### config.mk
export PLATFORM = sky130hd
export DESIGN_NAME = dts_trigger_select
export DESIGN_NICKNAME = d
export VERILOG_FILES = /design/src/hw/dts_pkg.sv /design/src/hw/dts_trigger_select.sv
export VERILOG_INCLUDE_DIRS = /design/src /design/src/hw
export SDC_FILE = /design/constraint.sdc
export NUM_CORES = 1
export LEC_CHECK = 0
export BUFFER_PORTS_ARGS = -buffer_cell sky130_fd_sc_hd__buf_2
export CAP_MARGIN = 20
export CORE_MARGIN = 3
export CORE_UTILIZATION = 36
export CTS_CLUSTER_SIZE = 12
export DETAILED_ROUTE_END_ITERATION = 10
export PLACE_DENSITY_LB_ADDON = 0.2
export SYNTH_ARGS = -nofsm -noshare
export SYNTH_HDL_FRONTEND = slang
export SYNTH_SLANG_ARGS = --single-unit
### constraint.sdc
create_clock -name MCLK -period 5.09 [get_ports MCLK]
set_input_delay 0.509 -clock MCLK [delete_from_list [all_inputs] [get_ports MCLK]]
set_output_delay 0.509 -clock MCLK [all_outputs]
set_load 0.03 [all_outputs]
### src/hw/dts_cfg.svh
`ifndef DTS_CFG_SVH
`define DTS_CFG_SVH

// ----------------------------------------
// Channel count and selector layout
// ----------------------------------------
`define DTS_NUM_CH        4
`define DTS_NUM_SRC       34
`define DTS_SEL_W         6
`define DTS_SEL_LSB       0
`define DTS_SEL_MSB       5
`define DTS_FLAG_BIT      7
`define DTS_REG_RESET     8'h00
`define DTS_SEL_NONE      6'h00
`define DTS_SEL_LVD       6'h01
`define DTS_SEL_PIN0      6'h02
`define DTS_SEL_PIN7      6'h09

`endif

### src/hw/dts_pkg.sv
package dts_pkg;
    `include "dts_cfg.svh"

    // Register write request for one channel
    typedef struct packed {
        logic       byte_we;   // 8-bit write of whole register
        logic       bit_we;    // 1-bit write of the request flag
        logic [7:0] wdata;     // Write data
    } dts_wr_t;

    // Per-channel start state
    typedef enum logic [0:0] {
        DTS_IDLE,
        DTS_STARTED
    } dts_state_t;
endpackage

### src/hw/dts_trigger_select.sv
// Notes on behaviour
// - Selected interrupt sets flag regardless of enable
// - Pending flag starts transfer once enabled
// - Standby interrupts ignored entirely
// - Selector zero disables interrupt triggers
// - Codes map LVD, pins, then peripherals
// - Flag reads one while request pending
// - Register resets zero; byte or flag-bit access
`timescale 1ns/100ps
`include "dts_cfg.svh"
module dts_trigger_select
    import dts_pkg::*;
(
    // Clock, reset, enable
    input  wire logic                              MCLK,
    input  wire logic                              RST,
    input  wire logic                              CE,
    // Peripheral interrupt pulses, index = code - 1
    input  wire logic [`DTS_NUM_SRC-1:0]           IRQ_IN,
    input  wire logic                              STANDBY,
    // Register access per channel
    input  wire dts_wr_t [`DTS_NUM_CH-1:0]         REG_WR,
    // Channel control from software
    input  wire logic [`DTS_NUM_CH-1:0]            CHANNEL_ENABLE,
    // Register read-back and transfer start
    output logic [`DTS_NUM_CH-1:0][7:0]            TRIGGER_FACTOR_REG,
    output logic [`DTS_NUM_CH-1:0]                 TRANSFER_START
);

    // ----------------------------------------
    // Decode helper
    // ----------------------------------------
    // Picks the interrupt a selector code names; code 0 picks nothing
    function automatic logic src_hit(input logic [`DTS_SEL_W-1:0] sel,
                                     input logic [`DTS_NUM_SRC-1:0] irq);
        logic hit;
        hit = 1'b0;
        if (sel == `DTS_SEL_NONE) begin
            hit = 1'b0;
        end else if (sel <= `DTS_NUM_SRC) begin
            hit = irq[sel - 6'h01];
        end
        return hit;
    endfunction

    // ----------------------------------------
    // Channel state
    // ----------------------------------------
    logic [`DTS_NUM_CH-1:0][`DTS_SEL_W-1:0] sel_reg;      // Source selectors
    logic [`DTS_NUM_CH-1:0][`DTS_SEL_W-1:0] sel_next;
    logic [`DTS_NUM_CH-1:0]                 flag_reg;     // Request flags
    logic [`DTS_NUM_CH-1:0]                 flag_next;
    logic [`DTS_NUM_CH-1:0]                 start_reg;    // Start pulses
    logic [`DTS_NUM_CH-1:0]                 start_next;
    logic [`DTS_NUM_CH-1:0][7:0]            rd_reg;       // Read-back image
    logic [`DTS_NUM_CH-1:0][7:0]            rd_next;
    logic [`DTS_NUM_SRC-1:0]                irq_s1_reg;   // Sync stage 1
    logic [`DTS_NUM_SRC-1:0]                irq_s2_reg;   // Sync stage 2
    logic [`DTS_NUM_SRC-1:0]                irq_d_reg;    // Edge detect
    logic                                   stby_s1_reg;
    logic                                   stby_s2_reg;
    logic [`DTS_NUM_SRC-1:0]                irq_rise;

    // Interrupts come from other logic possibly on other clocks; synchronise
    always_ff @(posedge MCLK or posedge RST) begin
        if (RST) begin
            irq_s1_reg  <= '0;
            irq_s2_reg  <= '0;
            irq_d_reg   <= '0;
            stby_s1_reg <= 1'b0;
            stby_s2_reg <= 1'b0;
        end else if (CE) begin
            irq_s1_reg  <= IRQ_IN;
            irq_s2_reg  <= irq_s1_reg;
            irq_d_reg   <= irq_s2_reg;
            stby_s1_reg <= STANDBY;
            stby_s2_reg <= stby_s1_reg;
        end
    end

    // One event per rising edge; standby masks all of them
    assign irq_rise = (irq_s2_reg & ~irq_d_reg) & {`DTS_NUM_SRC{~stby_s2_reg}};

    // ----------------------------------------
    // Next-state logic
    // ----------------------------------------
    // Priority: interrupt set beats transfer-start clear and software write of 0
    always_comb begin
        sel_next   = sel_reg;
        flag_next  = flag_reg;
        start_next = '0;
        rd_next    = rd_reg;
        for (int ch = 0; ch < `DTS_NUM_CH; ch++) begin
            // Software write; selector only expected while disabled
            if (REG_WR[ch].byte_we) begin
                sel_next[ch]  = REG_WR[ch].wdata[`DTS_SEL_MSB:`DTS_SEL_LSB];
                flag_next[ch] = REG_WR[ch].wdata[`DTS_FLAG_BIT];
            end else if (REG_WR[ch].bit_we) begin
                flag_next[ch] = REG_WR[ch].wdata[`DTS_FLAG_BIT];
            end
            // Start consumes the pending request
            if (CHANNEL_ENABLE[ch] && flag_reg[ch] && !start_reg[ch]) begin
                start_next[ch] = 1'b1;
                flag_next[ch]  = 1'b0;
            end
            // Interrupt sets flag even when disabled; set wins
            if (src_hit(sel_reg[ch], irq_rise)) begin
                flag_next[ch] = 1'b1;
            end
            // Bit 6 reads zero
            rd_next[ch] = {flag_next[ch], 1'b0, sel_next[ch]};
        end
    end

    // Registers only
    always_ff @(posedge MCLK or posedge RST) begin
        if (RST) begin
            sel_reg   <= '0;
            flag_reg  <= '0;
            start_reg <= '0;
            rd_reg    <= '0;
        end else if (CE) begin
            sel_reg   <= sel_next;
            flag_reg  <= flag_next;
            start_reg <= start_next;
            rd_reg    <= rd_next;
        end
    end

    // Outputs straight from flip-flops
    assign TRIGGER_FACTOR_REG = rd_reg;
    assign TRANSFER_START     = start_reg;

    // ----------------------------------------
    // Checks
    // ----------------------------------------
    // Quiet cycle: no software write on that channel
    logic [`DTS_NUM_CH-1:0] no_wr;
    always_comb begin
        for (int ch = 0; ch < `DTS_NUM_CH; ch++) begin
            no_wr[ch] = !REG_WR[ch].byte_we && !REG_WR[ch].bit_we;
        end
    end
endmodule

== Yosys cells after proc, flatten, opt, wreduce, memory -nomap -nowiden ==
Cells that the tools add are included.
Operators by class
  add/sub/neg operators: 4
  magnitude comparators: 8
  muxes and demuxes: 40
  bitwise operators: 4
  reductions and logical operators: 16
Operators with widths (number)
  AND 34 bit: 2
  NOT 34 bit: 1
  two-way mux 1 bit: 32
  less-than comparator 6 x 7 -> 1 bit (second input constant): 4
  binary-select mux 1 bit (select 6 bit): 4
  less-or-equal comparator 6 bit (second input constant): 4
  zero test 6 bit: 4
  two-way mux 6 bit: 4
  subtractor 6 x 1 -> 6 bit (second input constant): 4
  logical AND 1 bit: 8
  zero test 1 bit: 4
  NOT 1 bit: 1
Storage, ports and cells
  register bits after elaboration: 164
  bits of input ports: 82
  output and inout port bits: 36
  word-level logic and storage cells: 87

== Depth between registers and ports, before layout ==
  word-level depth: 8
  depth in mapped cells: 10
  depth with buffers taken out: 8

== Worst setup path after synthesis ==
No wires, ideal clock.
  kind: reg-to-reg
  from: register sel_reg[12] (netlist bit)
  to: register flag_reg[2]
  setup time: 0.087 ns
  arrival time: 2.746 ns
  data required time: 5.003 ns
  slack: 2.257 ns
  stages on the path, launching flop included: 10
  path buffers: 1
  period minus slack after synthesis: 2.833 ns
  cell sequence: dfrtp_1 > clkbuf_1 > inv_1 > ha_1 > xnor2_4 > mux4_2 > and2_4 > o41ai_2 > nor3b_1 > a22oi_1
Between the ends
  word-level cells in the longest chain between the ends: 6
  elaborated cells between the ends (all ways): 8
  classes of those cells: add/sub (1); order compare (1); mux (5); reduce/logical (1)
Ends and longest elaborated chain
  start, declared: line dts_trigger_select.sv:49  | logic [`DTS_NUM_CH-1:0][`DTS_SEL_W-1:0] sel_reg;
  start signal, assigned: line dts_trigger_select.sv:123  | sel_reg <= sel_next;
  subtractor 6 x 1 -> 6 bit: line dts_trigger_select.sv:41  | hit = irq[sel - 6'h01];
  binary-select mux 1 bit (select 6 bit): line dts_trigger_select.sv:41
  two-way mux 1 bit (implied by the code): line dts_trigger_select.sv:41
  two-way mux 1 bit: line dts_trigger_select.sv:40  | end else if (sel <= `DTS_NUM_SRC) begin
  two-way mux 1 bit *: line dts_trigger_select.sv:38  | if (sel == `DTS_SEL_NONE) begin
  two-way mux 1 bit *: line dts_trigger_select.sv:107  | if (src_hit(sel_reg[ch], irq_rise)) begin
  end signal, assigned: line dts_trigger_select.sv:124  | flag_reg <= flag_next;
  end, declared: line dts_trigger_select.sv:51  | logic [`DTS_NUM_CH-1:0] flag_reg;
Mark *: on every way between the ends. The rest lies on a longest branch, timed or not. The select of a mux whose other input is x is not followed.
A chain may end at the register's enable or synchronous reset.

== Worst setup path in the final report ==
  from: register sel_reg[0] (netlist bit)
  to: register flag_reg[0]
Same word-level chain as after synthesis.

==> impl_results.md <==
- Dpl hpwl: ~12 mm
- Number of global-route vias before repair: 5324
- Top FF cell, synth: dfrtp_1
- RSZ-0062 raised after global routing: no
- Slew headroom: 34.8%
- H-tree depth reported by CTS: 4
- DR vias: 5285
- Routed WL: 16.9 mm
- Worst-Skew Late Latency: roughly 420 ps
- Worst reg2reg path depth: 8
- # IOs: 118
- Initial antenna violation count: 0
- Maxcap violations: 0
- Wire per inst: between 15 and 20 um
- Setup violators final: 0
- Slew @ Worst Pin: 973 ps
- Clock Tree Buf Depth: 2
- Fmax achieved: 0.307 GHz
- Layout Cells excl Fill: 998
- Setup crit end kind: register
- Hold Path Class: in2async
- DR vias/cell: 5.30
- Synth top area share: 45.0%
- Clock Sink Count: 136
- Fin crit share: 63.9%
- Initial Utilization: roughly 37%
- VDD IR max: 0.226 mV
- Post-route ant nets: 0
- Gpl congestion: 0.840
- Seq/Total Area, Yosys: 45.0%
- Antenna diode count: 0
- Max-slew violation count: 0
- Worst reg2reg path startpoint: sel_reg[0]$_DFFE_PP0P_
- Critical Path RT: 5360 ps
- Hold Violations, Final: 0
- Data arrival, critical path: 3530 ps
- Pin count of the biggest net entering global routing: between 90 and 100
- CTS tree: built
- Async set-reset flop share out of synthesis: 100%
- Buffers on Ports: 109
- Setup TNS: 0 ps
- Die width: roughly 150 um
- Fin crit period: 3250 ps
- Post-CTS resize count: 0
- Synthesized area: 7560 um^2
- Synth area leaders: dfrtp_1 45%, mux2_2 20%, mux4_2 4.2%
- Cell count after placement: 966
- First-pass GRT wire length: about 28 mm
- Cell area power density: 413 nW/um^2
- Area Overhead vs Synth: 17.6%
- YS warnings: 0
- Total gr overflow: 0
- Worst Path Class, Setup: reg2reg
- Reg2reg end: flag_reg[0]$_DFFE_PP0P_
- Die Height: between 150 and 200 um
- Gr usage total: 15.4%
- Tot Pwr: 3.67 mW
- Final nets: 809
- Residual DRC: 0
- Num CTS Buffers: 17
- Clk Tree Root Cell: clkbuf_16
- Total leakage power: ~3.8 nW
- Cts hold-fix bufs: 0
- DRT Pass-1 Iters: 4
- Synthesized flop and latch total: 136
- Clock-pin slew on the worst setup and hold paths: 60 ps
- Largest area contributor in the netlist: dfrtp_1
- Critical path launch point type: register
- Skew final: 9.28 ps
- Share of layout cells above drive strength 1: 42.4%
- Post-route core utilization: 43.5%
- Core Area: 20400 um^2
- Critical path peak fanout: 13
- Yosys cell types: 54
- Initial DRC count: 320
- Postcts setup bufs: 0
- Status: completed
- Reg2Reg Setup Slack: around 1800 ps
- Post-synth EDFFs: 0
- Gate Count Post-Synth: 621
- Num rows: 52
- Die area: ~23000 um^2
- Mean Syn Cell Area: 12.2 um^2
how the worst max path moves through the flow:
stage | startpoint | endpoint | slack [ps]
after floorplan | RST | TRANSFER_START[0]$_DFFE_PP0P_ | 940
after global placement | sel_reg[0]$_DFFE_PP0P_ | flag_reg[0]$_DFFE_PP0P_ | 1920
after detailed placement | sel_reg[0]$_DFFE_PP0P_ | flag_reg[0]$_DFFE_PP0P_ | 1870
after CTS | sel_reg[0]$_DFFE_PP0P_ | flag_reg[0]$_DFFE_PP0P_ | 1840
after global routing | sel_reg[0]$_DFFE_PP0P_ | flag_reg[0]$_DFFE_PP0P_ | 1620
final | sel_reg[0]$_DFFE_PP0P_ | flag_reg[0]$_DFFE_PP0P_ | 1840
logic make-up after synthesis:
logic type | share of synthesized area, %
multiplexers | 29.1
AND/OR/NAND/NOR | 11.8
flip-flops | 45.0
AO/OA/AOI/OAI | 6.51
buffers and inverters | 2.72
XOR/XNOR | 2.77
adder cells (fa/ha/maj) | 1.99
other | 0.0496
synthesized netlist by cell type, types with 7 or more instances:
cell type    n
inv_1        9
nand3b_1    14
xnor2_1     10
nand2b_1    26
ha_1        12
nor3_1      19
mux2_2     136
o21ai_0     17
a21oi_1     20
dfrtp_1    136
mux2i_1     17
mux4_1       7
nor2b_1     17
mux4_2      14
nand2_1     19
xor2_1       7
nor2_1      33
nor3b_1      7
clkbuf_1    26
worst max-delay path, stage by stage (launching register included):
cell      delay [ps]
dfrtp_1          590
inv_1            260
ha_1             330
xnor2_2          740
mux4_2           600
mux2i_1          240
nor3_1            70
nor3_1           150
o211ai_1         110
per-stage QoR:
stage	hold WS [ps]	area [um^2]	setup slack [ps]
floorplan	472	7570	942
global placement	480	8300	1920
detailed placement	487	8300	1870
CTS	289	8890	1840
global route	301	8890	1620
finish	232	8890	1840
power breakdown:
group | total (mW) | internal [mW] | leakage, nW | switching (mW)
logic | 1.03 | 0.493 | 1.93 | 0.536
registers | 1.43 | 1.25 | 1.60 | 0.176
clock network | 1.21 | 0.739 | 0.282 | 0.476
cell usage in the layout (no fill, tap or decap), drive strengths merged, types with 3 or more instances in the layout:
master	n
a211o	3
a211oi	3
a21o	3
a21oi	20
buf	111
clkbuf	19
clkinv	4
clkinvlp	3
conb	4
dfrtp	136
ha	12
inv	13
mux2	136
mux2i	17
mux4	21
nand2	19
nand2b	26
nand3b	14
nor2	33
nor2b	17
nor3	19
nor3b	8
nor4b	3
o211a	3
o211ai	4
o21ai	18
o22ai	3
o311ai	7
or3b	6
xnor2	13
xor2	7
final cells by class:
| type | instances | area, um^2 |
|---|---|---|
| multi-input cells | 440 | 3960 |
| well taps | 270 | 338 |
| inverters | 9 | 38.8 |
| repair buffers | 111 | 563 |
| fillers | 1948 | 11500 |
| clock buffers | 19 | 443 |
| flip-flops and latches | 136 | 3400 |
| clock inverters | 13 | 144 |
per-layer routing:
metal | track usage (%) | vias up | part of all wire (%)
met2 | 24.6 | 152 | 48
met4 | 6.44 | 0 | 2.0
met1 | 20.3 | 2646 | 44
met3 | 3.47 | 27 | 5.1
met5 | 0 | - | 0
li1 | - | 2460 | -
Note: power is estimated with default switching activity, not from simulation.
